==> config.mk <==
export PLATFORM = sky130hd
export DESIGN_NAME = msum_monitor
export DESIGN_NICKNAME = d
export VERILOG_FILES = /design/src/hw/msum_pkg.sv /design/src/hw/msum_monitor.sv
export VERILOG_INCLUDE_DIRS = /design/src /design/src/hw
export SDC_FILE = /design/constraint.sdc
export NUM_CORES = 1
export LEC_CHECK = 0
export BUFFER_PORTS_ARGS = -buffer_cell sky130_fd_sc_hd__buf_2
export CORE_MARGIN = 4
export CORE_UTILIZATION = 36
export CTS_CLUSTER_SIZE = 40
export DETAILED_ROUTE_END_ITERATION = 10
export GPL_TIMING_DRIVEN = 0
export MAX_ROUTING_LAYER = met4
export PLACE_DENSITY = 0.48
export SLEW_MARGIN = 15
export SYNTH_ARGS = -nofsm -noshare
export SYNTH_HDL_FRONTEND = slang
export SYNTH_SLANG_ARGS = --single-unit
==> constraint.sdc <==
create_clock -name MCLK -period 4.9 [get_ports MCLK]
set_input_delay 0.98 -clock MCLK [delete_from_list [all_inputs] [get_ports MCLK]]
set_output_delay 0.98 -clock MCLK [all_outputs]
set_load 0.02 [all_outputs]
==> src/hw/msum_consts.svh <==
// constants of the memory-system usage monitor: offsets, fields, timing
//======================================================================
// Summary of operation
// - config change raises not-ready until settled
// - not-ready clears itself within settle time
// - each instance keeps its own not-ready
// - software may write not-ready either way
// - plain read-write not-ready is also allowed
// - capture copies count with not-ready flag
// - capture is immediate, no handshake
// - fire write makes local capture if present
// - non-secure fire hits non-secure source-7 monitors
// - secure fire hits secure, or all spaces
// - clear after capture zeroes the count
// - wrap flag sticks until software writes 0
// - halt on wrap freezes, else wraps
// - wrap interrupt only when enabled
// - instance select steers filter and control access
// - filter holds partition and group, top zero
// - match enables restrict partition or group
// - kind code reads bandwidth monitor constant
// - extra match criteria read zero here
// - source select; unimplemented sources never capture
// - no snapshot support makes source zero
// - enable bit gates counting; capture runs regardless
`ifndef MSUM_CONSTS_SVH
`define MSUM_CONSTS_SVH

//======================================================================
// register byte offsets
`define MSUM_OFS_SELECT      8'h00
`define MSUM_OFS_FILTER      8'h04
`define MSUM_OFS_CONTROL     8'h08
`define MSUM_OFS_COUNT       8'h0c
`define MSUM_OFS_CAPTURE     8'h10
`define MSUM_OFS_TRIG_NS     8'h14
`define MSUM_OFS_TRIG_S      8'h18
`define MSUM_OFS_INFO        8'h1c

//======================================================================
// field positions
`define MSUM_CTL_ENABLE      31
`define MSUM_CTL_SRC_HI      30
`define MSUM_CTL_SRC_LO      28
`define MSUM_CTL_CLR_CAPT    27
`define MSUM_CTL_WRAP_SEEN   26
`define MSUM_CTL_WRAP_IRQ    25
`define MSUM_CTL_HALT_WRAP   24
`define MSUM_CTL_BY_GROUP    17
`define MSUM_CTL_BY_PART     16
`define MSUM_FLT_PART_HI     15
`define MSUM_FLT_GRP_LO      16
`define MSUM_FLT_GRP_HI      23
`define MSUM_CNT_NOT_READY_FLAG        31
`define MSUM_TRIG_FIRE       0
`define MSUM_TRIG_ALL        1

//======================================================================
// build options and reset values
`define MSUM_NUM_INST        4
`define MSUM_KIND_BW         8'h42
`define MSUM_SRC_LOCAL       3'h7
`define MSUM_EXT_PRESENT     7'h7f
`define MSUM_SECURE_MASK     4'hc
`define MSUM_LOCAL_PRESENT   1'b1
`define MSUM_SNAPSHOT        1'b1
`define MSUM_RESET_WORD      32'h00000000

//======================================================================
// timing
`define MSUM_CLK_NS          50
`define MSUM_SETTLE_NS       2000
`define MSUM_SETTLE_CYC      (`MSUM_SETTLE_NS / `MSUM_CLK_NS)

`endif

==> src/hw/msum_pkg.sv <==
// types shared by the memory-system usage monitor
package msum_pkg;
	typedef logic [1:0]  msum_sel_type;
	typedef logic [30:0] msum_cnt_type;
	typedef logic [23:0] msum_flt_type;
	typedef logic [7:0]  msum_settle_type;
endpackage

==> src/hw/msum_monitor.sv <==
// bandwidth usage monitor bank with capture, overflow and ahb-lite regs
//
// Implementation choices: the AHB-Lite interface to the registers and the address map.
`timescale 1ns/1ps
`include "msum_consts.svh"

module msum_monitor (
	input  wire logic        MCLK,
	input  wire logic        RST_N,
	input  wire logic        HSEL,
	input  wire logic [7:0]  HADDR,
	input  wire logic [1:0]  HTRANS,
	input  wire logic        HWRITE,
	input  wire logic [2:0]  HSIZE,
	input  wire logic [31:0] HWDATA,
	input  wire logic        HREADY,
	output logic             HREADYOUT,
	output logic             HRESP,
	output logic      [31:0] HRDATA,
	input  wire logic        TXN_VALID,
	input  wire logic [15:0] TXN_PARTITION,
	input  wire logic [7:0]  TXN_GROUP,
	input  wire logic [7:0]  TXN_BYTES,
	input  wire logic [6:0]  CAPT_EXT,
	output logic             WRAP_IRQ
);

	localparam int N = `MSUM_NUM_INST;

	// option masks held as vectors so each instance (SECURE_SET) or source (EXT_PRESENT) picks its own bit
	localparam logic [3:0] SECURE_SET  = `MSUM_SECURE_MASK;
	localparam logic [6:0] EXT_PRESENT = `MSUM_EXT_PRESENT;

	//==================================================================
	// bus address phase capture
	logic                  dp_valid;
	logic                  dp_write;
	logic [7:0]            dp_addr;
	logic                  rd_wait;
	wire                   addr_take;
	wire                   rd_take;

	assign addr_take = HSEL & HTRANS[1] & HREADY;
	assign rd_take   = addr_take & ~HWRITE;

	always_ff @(posedge MCLK) begin
		if (!RST_N) begin
			dp_valid <= 1'b0;
			dp_write <= 1'b0;
			dp_addr  <= 8'h00;
		end else if (HREADY) begin
			dp_valid <= addr_take;
			dp_write <= HWRITE;
			dp_addr  <= HADDR;
		end
	end

	// one wait state on reads so a write just before is visible
	always_ff @(posedge MCLK) begin
		if (!RST_N) begin
			rd_wait <= 1'b0;
		end else begin
			rd_wait <= rd_take;
		end
	end

	assign HREADYOUT = ~rd_wait;
	assign HRESP     = 1'b0;

	//==================================================================
	// write strobes
	wire        wr_en;
	wire        wr_sel;
	wire        wr_flt;
	wire        wr_ctl;
	wire        wr_cnt;
	wire        wr_cap;
	wire        wr_trig_ns;
	wire        wr_trig_s;

	assign wr_en      = dp_valid & dp_write;
	assign wr_sel     = wr_en & (dp_addr == `MSUM_OFS_SELECT);
	assign wr_flt     = wr_en & (dp_addr == `MSUM_OFS_FILTER);
	assign wr_ctl     = wr_en & (dp_addr == `MSUM_OFS_CONTROL);
	assign wr_cnt     = wr_en & (dp_addr == `MSUM_OFS_COUNT);
	assign wr_cap     = wr_en & (dp_addr == `MSUM_OFS_CAPTURE);
	assign wr_trig_ns = wr_en & (dp_addr == `MSUM_OFS_TRIG_NS);
	assign wr_trig_s  = wr_en & (dp_addr == `MSUM_OFS_TRIG_S);

	//==================================================================
	// instance select
	msum_pkg::msum_sel_type inst_sel;

	always_ff @(posedge MCLK) begin
		if (!RST_N) begin
			inst_sel <= '0;
		end else if (wr_sel) begin
			inst_sel <= HWDATA[1:0];
		end
	end

	//==================================================================
	// local capture events
	wire        fire_ns;
	wire        fire_s;
	wire        fire_all;
	wire [7:0]  ext_live;

	assign fire_ns  = `MSUM_LOCAL_PRESENT & wr_trig_ns
		& HWDATA[`MSUM_TRIG_FIRE];
	assign fire_s   = `MSUM_LOCAL_PRESENT & wr_trig_s
		& HWDATA[`MSUM_TRIG_FIRE];
	assign fire_all = fire_s & HWDATA[`MSUM_TRIG_ALL];
	// bit 7 stays low: source 7 is the local trigger, never a pin
	assign ext_live = {1'b0, CAPT_EXT & EXT_PRESENT};

	//==================================================================
	// per-instance state
	msum_pkg::msum_flt_type    filt      [N];
	msum_pkg::msum_cnt_type    count     [N];
	msum_pkg::msum_settle_type settle    [N];
	logic [31:0]               capt      [N];
	logic                      not_ready_flag      [N];
	logic                      en        [N];
	logic [2:0]                src       [N];
	logic                      clr_capt  [N];
	logic                      wrap_seen [N];
	logic                      irq_en    [N];
	logic                      halt      [N];
	logic                      by_grp    [N];
	logic                      by_part   [N];
	logic [N-1:0]              irq_hit;

	genvar gi;
	generate
		for (gi = 0; gi < N; gi++) begin : g_inst
			wire        me;
			wire        cfg_wr;
			wire        secure;
			wire        ext_ev;
			wire        loc_ev;
			wire        cap_ev;
			wire        match;
			wire        frozen;
			wire        incr;
			wire [31:0] sum;
			wire        ovf;

			assign me     = (inst_sel == 2'(gi));
			assign cfg_wr = me & (wr_flt | wr_ctl);
			assign secure = SECURE_SET[gi];

			// unimplemented external inputs are masked off
			assign ext_ev = ext_live[src[gi]];
			assign loc_ev = (src[gi] == `MSUM_SRC_LOCAL)
				& ((secure & fire_s)
				| (~secure & (fire_ns | fire_all)));
			assign cap_ev = `MSUM_SNAPSHOT & (ext_ev | loc_ev);

			assign match = (~by_part[gi]
				| (filt[gi][`MSUM_FLT_PART_HI:0] == TXN_PARTITION))
				& (~by_grp[gi]
				| (filt[gi][`MSUM_FLT_GRP_HI:`MSUM_FLT_GRP_LO]
				== TXN_GROUP));
			assign frozen = halt[gi] & wrap_seen[gi];
			assign incr   = en[gi] & TXN_VALID & match
				& ~frozen;
			assign sum    = {1'b0, count[gi]} + {24'h000000, TXN_BYTES};
			assign ovf    = incr & sum[31];
			assign irq_hit[gi] = ovf & irq_en[gi];

			// filter: top byte is not stored, so it reads zero
			always_ff @(posedge MCLK) begin
				if (!RST_N) begin
					filt[gi] <= '0;
				end else if (me & wr_flt) begin
					filt[gi] <= HWDATA[23:0];
				end
			end

			always_ff @(posedge MCLK) begin
				if (!RST_N) begin
					en[gi]       <= 1'b0;
					src[gi]      <= 3'h0;
					clr_capt[gi] <= 1'b0;
					irq_en[gi]   <= 1'b0;
					halt[gi]     <= 1'b0;
					by_grp[gi]   <= 1'b0;
					by_part[gi]  <= 1'b0;
				end else if (me & wr_ctl) begin
					en[gi]       <= HWDATA[`MSUM_CTL_ENABLE];
					src[gi]      <= `MSUM_SNAPSHOT
						? HWDATA[`MSUM_CTL_SRC_HI:`MSUM_CTL_SRC_LO]
						: 3'h0;
					clr_capt[gi] <= HWDATA[`MSUM_CTL_CLR_CAPT];
					irq_en[gi]   <= HWDATA[`MSUM_CTL_WRAP_IRQ];
					halt[gi]     <= HWDATA[`MSUM_CTL_HALT_WRAP];
					by_grp[gi]   <= HWDATA[`MSUM_CTL_BY_GROUP];
					by_part[gi]  <= HWDATA[`MSUM_CTL_BY_PART];
				end
			end

			// overflow sets the flag even against a clearing write
			always_ff @(posedge MCLK) begin
				if (!RST_N) begin
					wrap_seen[gi] <= 1'b0;
				end else if (ovf) begin
					wrap_seen[gi] <= 1'b1;
				end else if (me & wr_ctl) begin
					wrap_seen[gi] <= HWDATA[`MSUM_CTL_WRAP_SEEN];
				end
			end

			always_ff @(posedge MCLK) begin
				if (!RST_N) begin
					count[gi] <= '0;
				end else if (me & wr_cnt) begin
					count[gi] <= HWDATA[30:0];
				end else if (cap_ev & clr_capt[gi]) begin
					count[gi] <= '0;
				end else if (incr) begin
					count[gi] <= sum[30:0];
				end
			end

			// a config change outranks capture and software writes
			always_ff @(posedge MCLK) begin
				if (!RST_N) begin
					not_ready_flag[gi]   <= 1'b0;
					settle[gi] <= '0;
				end else if (cfg_wr) begin
					not_ready_flag[gi]   <= 1'b1;
					settle[gi] <= 8'(`MSUM_SETTLE_CYC);
				end else if (me & wr_cnt) begin
					not_ready_flag[gi]   <= HWDATA[`MSUM_CNT_NOT_READY_FLAG];
					settle[gi] <= '0;
				end else if (cap_ev) begin
					not_ready_flag[gi]   <= 1'b0;
					settle[gi] <= '0;
				end else if (settle[gi] != 8'h00) begin
					settle[gi] <= settle[gi] - 8'h01;
					if (settle[gi] == 8'h01) begin
						not_ready_flag[gi] <= 1'b0;
					end
				end
			end

			// capture takes the value held before this edge
			always_ff @(posedge MCLK) begin
				if (!RST_N) begin
					capt[gi] <= `MSUM_RESET_WORD;
				end else if (cap_ev) begin
					capt[gi] <= {not_ready_flag[gi], count[gi]};
				end else if (me & wr_cap) begin
					capt[gi] <= HWDATA;
				end
			end
		end
	endgenerate

	//==================================================================
	// interrupt pulse
	always_ff @(posedge MCLK) begin
		if (!RST_N) begin
			WRAP_IRQ <= 1'b0;
		end else begin
			WRAP_IRQ <= |irq_hit;
		end
	end

	//==================================================================
	// read data
	wire [31:0] rd_flt;
	wire [31:0] rd_ctl;
	wire [31:0] rd_cnt;
	wire [31:0] rd_info;
	wire [31:0] rd_mux;

	assign rd_flt  = {8'h00, filt[inst_sel]};
	assign rd_ctl  = {en[inst_sel], src[inst_sel], clr_capt[inst_sel],
		wrap_seen[inst_sel], irq_en[inst_sel], halt[inst_sel],
		4'h0, 2'b00, by_grp[inst_sel], by_part[inst_sel],
		8'h00, `MSUM_KIND_BW};
	assign rd_cnt  = {not_ready_flag[inst_sel], count[inst_sel]};
	assign rd_info = {13'h0000, `MSUM_SNAPSHOT, `MSUM_LOCAL_PRESENT,
		17'(N)};
	assign rd_mux  =
		(dp_addr == `MSUM_OFS_SELECT)  ? {30'h00000000, inst_sel} :
		(dp_addr == `MSUM_OFS_FILTER)  ? rd_flt :
		(dp_addr == `MSUM_OFS_CONTROL) ? rd_ctl :
		(dp_addr == `MSUM_OFS_COUNT)   ? rd_cnt :
		(dp_addr == `MSUM_OFS_CAPTURE) ? capt[inst_sel] :
		(dp_addr == `MSUM_OFS_INFO)    ? rd_info :
		32'h00000000;

	always_ff @(posedge MCLK) begin
		if (!RST_N) begin
			HRDATA <= 32'h00000000;
		end else if (rd_wait) begin
			HRDATA <= rd_mux;
		end
	end

endmodule // msum_monitor

==> results_dict.tcl, run 1 <==
set metrics [dict create \
    outcome "finished, final reports clean" \
    fp.dieArea_um2 78300 \
    peakVddDrop_v 0.000278 \
    hpwlAfterDp_mm 82.4 \
    p_clk_share_pct 40.1 \
    min_from "by_grp[2]$_DFF_P_" \
    die_w_um 280 \
    syn_avg_cell_area_um2 11.4 \
    worstReg2RegEnd "capt[2][31]$_SDFFCE_PN0P_" \
    hold_slack_ns 0.478 \
    crit_required_ns 5.37 \
    die_h_um 280 \
    postRouteAntennaNets 0 \
    min_period_over_period_pct 83.6 \
    dpl_worst_slack_ns 0.344 \
    nFillCells 6971 \
    nets 2655 \
    fp-row-count 99 \
    worst_slack_ns 0.802 \
    htree_levels 2 \
    drc 0 \
    fin_skew_ns 0.0261 \
    vias_per_cell 5.91 \
    setup_viol 0 \
    synth_top_cell_by_area "edfxtp_1" \
    track_usage_pct 28.0 \
    drt-initial-drc-count 2553 \
    powerDensity_nw_per_um2 357 \
    power.internal_mw 7.97 \
    io_pins 125 \
    seqCellArea_um2 13600 \
    reg2reg_slack_ns 0.80 \
    grt_pass1_wl_mm 153 \
    antenna_found_initial 2 \
    switching_power_mw 3.03 \
    synth_fp_nets 2461 \
    coreArea_um2 73100 \
    endpoint_kind "flop" \
    slew_headroom_pct 21.7 \
    max_freq_mhz 244 \
    yosys_warnings 0 \
    global_route.overflow_total 0 \
    path_clk_slew_ns 0.07 \
    syn_area_um2 26600 \
    syn2layout_area_growth_pct 15.7 \
    root_buffer "clkbuf_16" \
    worstMarginPinSlew_ns 1.17 \
    ys_ff_latch 472 \
    gp_congestion 0.988 \
    start_kind "flop" \
    drive_gt1_share_pct 15.0 \
    seqPwrFrac_pct 45.4 \
    postCtsHoldBufs 0 \
    synth_edf_count 416 \
    path_class "flop to flop" \
    layout_commonest_cell "edfxtp_1" \
    rsz0062_at_grt "no" \
    p_comb_share_pct 14.5 \
    synthTopCellsByArea "edfxtp_1 47%, mux4_2 8.8%, xnor2_1 4.3%, a22o_1 4.2%, dfxtp_1 4.2%" \
    grt_pass1_vias 20700 \
    post_cts_buffers 0 \
    wl_per_cell_um 30.7 \
    clk_latency_ns 0.64 \
    drv_slew 0 \
    min_path_type "flop to flop" \
    initial_core_util_pct 36.4 \
    dr.pass1.iters 6 \
    hold_end "by_grp[2]$_DFF_P_" \
    tritoncts "done" \
    grt_max_degree 25 \
    worst_r2r_path_depth 6 \
    crit_fanout 10 \
    synthArstFlopShare_pct 0 \
    synthCells 2323 \
    cts_buffer_depth 3 \
    maxCapViolations 0 \
    synth_top_area_share_pct 47.0 \
    p_sw_share_pct 27.6 \
    synthFlopType "edfxtp_1" \
    hold_violations 0 \
    numCtsBuffers 56 \
    cp.arrival_ns 4.57 \
    period_minus_slack_ns 4.10 \
    final_cell_mix "416 x edfxtp_1, 256 x nand2_1, 141 x clkbuf_1, 140 x and2_1, 139 x buf_2" \
    multi_input_area_um2 12300 \
    ctsResizeCount 0 \
    seq_area_frac_synth_pct 51.2 \
    hold_path_depth 2 \
    vias 20800 \
    cts_sinks 472 \
    io_buffers 110 \
    totalPowerFinal_mw 11.0 \
    routed_wl_mm 108 \
    r2r-start "dp_addr[1]$_SDFFE_PN0P_" \
    p_leak_nw 10.7 \
    synth_cell_types 65 \
]
==> cell type report <==
class / instances / area share, %
clock buffer: 87 / 5.56
inverter: 41 / 0.500
multi-input combinational: 1646 / 39.9
antenna: 2 / 0.0163
buffer: 164 / 2.14
tap: 959 / 3.90
clock inverter: 19 / 0.663
sequential: 472 / 44.2
timing repair buffer: 136 / 3.07
==> routing by layer <==
| metal | GRT usage [%] | vias to the layer above | share of wire, % |
|---|---|---|---|
| li1 | - | 9076 | - |
| met1 | 37.9 | 10600 | 43 |
| met2 | 43.5 | 958 | 46 |
| met3 | 5.03 | 182 | 8.2 |
| met4 | 7.99 | 0 | 3.2 |
| met5 | - | - | 0 |
==> sequential cells by signal, indices dropped and copies added, names as in the netlist, 8 cells and up, named ones only <==
name and count:
capt 128, count 124, filt 96, HRDATA 32, settle 32, src 12
dp_addr 8
==> synthesized netlist by cell type, types with 5 or more instances <==
master / count
edfxtp_1: 416
nand2_1: 260
o21ai_1: 142
and2_1: 140
nor2_1: 132
xnor2_1: 132
a22o_1: 128
clkbuf_1: 127
mux4_2: 104
xor2_1: 100
dfxtp_1: 56
nand3_1: 55
a21oi_1: 46
ha_1: 44
nand4_1: 43
inv_1: 41
nor3_1: 40
and3_1: 32
a22oi_1: 29
o21ai_0: 28
a311oi_1: 25
buf_2: 25
nor4_1: 18
nand2b_1: 17
nor2b_1: 13
mux2i_1: 12
a21o_1: 11
buf_1: 11
o211ai_1: 8
a211oi_1: 7
a31oi_1: 7
and4_1: 6
or4_1: 6
nand3b_1: 5
o21a_1: 5
==> worst max-delay path, cell delays in order (launching register included) <==
cell and delay, ns:
dfxtp_1 0.31, nor4_1 0.61, nor2b_1 0.56, nand2_1 0.45, nor3_1 1.01, clkbuf_1 0.70
a22o_1 0.30
==> worst max path at each step <==
stage,startpoint,endpoint,slack [ns]
6_report,dp_addr[1]$_SDFFE_PN0P_,capt[2][31]$_SDFFCE_PN0P_,0.80
5_1_grt,dp_addr[1]$_SDFFE_PN0P_,capt[2][31]$_SDFFCE_PN0P_,0.76
4_1_cts,dp_addr[1]$_SDFFE_PN0P_,capt[2][21]$_SDFFCE_PN0P_,0.97
3_5_place_dp,TXN_BYTES[0],count[3][30]$_DFFE_PP_,0.34
3_3_place_gp,dp_addr[1]$_SDFFE_PN0P_,capt[2][13]$_SDFFCE_PN0P_,-2.61
2_1_floorplan,dp_addr[1]$_SDFFE_PN0P_,capt[2][0]$_SDFFCE_PN0P_,1.02
==> power groups by stage <==
stage / clock network [mW] / logic [mW] / registers, mW
floorplan: 0 / 1.06 / 4.98
global route: 4.62 / 1.75 / 5.03
global placement: 0 / 1.50 / 5.08
finish: 4.41 / 1.59 / 4.99
detailed placement: 0 / 1.58 / 5.07
CTS: 4.45 / 1.59 / 4.99
==> kinds of logic (layout without fill, tap and decap cells) <==
family / Yosys count / count (layout) / share of synthesized area, %
adder cells (fa/ha/maj): 48 / 48 / 2.37
AND/OR/NAND/NOR: 784 / 784 / 14.5
XOR/XNOR: 232 / 232 / 7.64
buffers and inverters: 205 / 447 / 3.03
multiplexers: 119 / 119 / 9.39
other: 1 / 3 / 0.0141
AO/OA/AOI/OAI: 462 / 462 / 11.8
flip-flops: 472 / 472 / 51.2
==> per-stage QoR <==
stage | instance area [µm²] | cells | utilization, % | TNS, ns
after detailed placement | 28800 | 3418 | 39.5 | 0
after floorplan | 26600 | 2323 | - | 0
after global routing | 30800 | 3524 | 42.1 | 0
final | 30800 | 3526 | 42.1 | 0
after global placement | 28300 | 3392 | 38.8 | -271.54
after CTS | 30800 | 3524 | 42.1 | 0
(Power assumes the default switching activity.)
==> run 2: changes to the inputs <==
- ABC_AREA: default -> 1
- clock period: 4.9 -> 3.9 ns (I/O delays scaled with it)
==> results_dict.tcl, run 2 <==
set metrics [dict create \
    worstMarginPinSlew_ns 1.32 \
    crit_required_ns 4.29 \
    coreArea_um2 77800 \
    dr_wl_met2_mm 59.9 \
    top_layer "met4" \
    nFillCells 8073 \
    cp.depth 9 \
    critPathTopFamily "buffers and inverters" \
    postRouteAntennaNets 0 \
    antenna_found_initial 6 \
    global_route.overflow_total 0 \
    grt_max_degree 30 \
    fin_skew_ns 0.0208 \
    hold_path_depth 2 \
    seq_area_frac_synth_pct 47.9 \
    drv_slew 0 \
    setup_tns_ns 0 \
    synthArstFlopShare_pct 0 \
    synth_top_cell_by_area "edfxtp_1" \
    numCtsBuffers 59 \
    ys_ff_latch 472 \
    outcome "finished, final reports clean" \
    postCtsHoldBufs 0 \
    cpMaxStageDelayCell "a21oi_1" \
    root_buffer "clkbuf_16" \
    hold_violations 0 \
    fp.dieArea_um2 83500 \
    grt_pass1_wl_mm 185 \
    cts_buffer_depth 3 \
    path_clk_slew_ns 0.06 \
    min_period_over_period_pct 93.2 \
    period_minus_slack_ns 3.64 \
    path_class "input port to flop" \
    syn_avg_cell_area_um2 8.25 \
    largest_reg_flops 128 \
    syn2layout_area_growth_pct 14.2 \
    io_buffers 99 \
    utilization_pct 41.7 \
    worst_r2r_path_depth 10 \
    nets 3758 \
    wl_per_cell_um 28.0 \
    rsz0062_at_grt "no" \
    crit_fanout 17 \
    vias 26900 \
    synth_top_area_share_pct 43.9 \
    powerDensity_nw_per_um2 419 \
    grt_pass1_vias 25600 \
    synth_edf_count 416 \
    synthTopCellsByArea "edfxtp_1 44%, nand2_1 7.9%, o21ai_0 5.5%, nor2_1 5.3%, nand3_1 4.7%" \
    dpl_worst_slack_ns -0.339 \
    synth_cell_types 56 \
    endpoint_kind "flop" \
    tritoncts "done" \
    slew_headroom_pct 11.5 \
    die_h_um 289 \
    hpwlAfterDp_mm 102 \
    min_path_type "input port to flop" \
    crit_chain "buf_2 -> inv_1 -> nor4_1 -> nand2_1 -> nand3_1 -> a21oi_1 -> clkbuf_1 -> nand2_2 -> buf_16" \
    multi_input_area_um2 12600 \
    setup_viol 0 \
    p_leak_nw 12.8 \
    drive_gt1_share_pct 9.13 \
    top_register "capt" \
    peakVddDrop_v 0.000310 \
    vias_per_cell 5.72 \
    post_cts_buffers 0 \
    drc 0 \
    fp-row-count 102 \
    top_regs "capt x128, count x124, filt x96" \
    initial_core_util_pct 36.5 \
    critPathBufInv 4 \
    synthTopCellsByCount "600 x nand2_1, 416 x edfxtp_1, 402 x nor2_1" \
    seqCellArea_um2 13600 \
    syn_area_um2 28400 \
    final_cell_mix "597 x nand2_1, 416 x edfxtp_1, 402 x nor2_1, 335 x inv_1, 310 x o21ai_0" \
    ctsResizeCount 0 \
    gp_congestion 0.976 \
    synth_fp_nets 3582 \
    synth_most_common_cell "nand2_1" \
    yosys_warnings 0 \
    drt-initial-drc-count 3638 \
    cp.arrival_ns 4.03 \
    routed_wl_mm 132 \
    htree_levels 2 \
    io_pins 125 \
    track_usage_pct 31.9 \
    die_w_um 289 \
    max_freq_mhz 275 \
    cp_slowest_stage_delay_ns 0.81 \
    met3_length_mm 12.0 \
    maxCapViolations 0 \
    dr.pass1.iters 8 \
    start_kind "input port" \
    synthCells 3444 \
    synthFlopType "edfxtp_1" \
    met1_length_mm 54.9 \
    clk_latency_ns 0.64 \
    layout_commonest_cell "nand2_1" \
    worst_slack_ns 0.263 \
    cts_sinks 472 \
]
run 2: cell count changes in the layout (fill, tap and decap cells not counted), sizes merged, moves of 164 or more:
cell   before  now
inv        44  343
nand3      55  268
nor2      133  416
a21oi      46  221
o21ai     170  334
nand2     260  614
run 2: report_power, final:
group	total (mW)	internal (mW)	leakage [nW]	switching [mW]
combinational	1.85	0.601	6.95	1.25
clock	5.61	3.26	0.936	2.35
sequential	6.13	5.89	4.91	0.248
total	13.6	9.74	12.8	3.85
run 2: cell families (layout without fill, tap and decap cells):
family          after synthesis  in the layout  share of synthesized area, %
flops                       472            472                          47.9
mux                           1              1                        0.0484
compound gates              771            771                          15.0
other cells                   1              3                        0.0132
buf+inv                     551            775                          7.81
simple gates               1423           1423                          21.6
fa+ha+maj                    48             48                          2.22
xor+xnor                    177            177                          5.45
run 2: cell type report:
cell class	instances	share of cell area, %
Tap cell	1040	4.01
Clock inverter	30	0.817
Antenna cell	2	0.0154
Timing Repair Buffer	115	2.37
Multi-Input combinational cell	2421	39.0
Buffer	198	2.76
Clock buffer	79	5.06
Inverter	353	4.08
Sequential cell	472	41.9
run 2: worst paths after layout:
path,start,to,slack (ns)
worst max-delay path,HWDATA[0],count[3][7]$_DFFE_PP_,0.26
worst min-delay path,HWRITE,rd_wait$_SDFF_PN0_,0.34
worst max register to register,filt[3][4]$_SDFFCE_PN0P_,count[3][7]$_DFFE_PP_,0.39
worst min register to register,HRDATA[9]$_SDFFE_PN0P_,HRDATA[9]$_SDFFE_PN0P_,0.46
run 2: per-layer routing:
metal	global-route usage (%)	vias to the layer above
met3	4.88	255
met5	-	-
met2	50.0	1430
met1	42.3	13100
met4	10.9	0
li1	-	12200
run 2: per-stage QoR:
step | instance area (µm²) | power, mW | hold WS [ns] | cells
finish | 32500 | 13.6 | 0.343 | 4710
floorplan | 28400 | 7.37 | 0.434 | 3444
detailed placement | 30600 | 8.05 | 0.454 | 4599
CTS | 32500 | 13.6 | 0.311 | 4708
global placement | 30200 | 8.03 | 0.443 | 4583
global route | 32500 | 14.0 | 0.331 | 4709
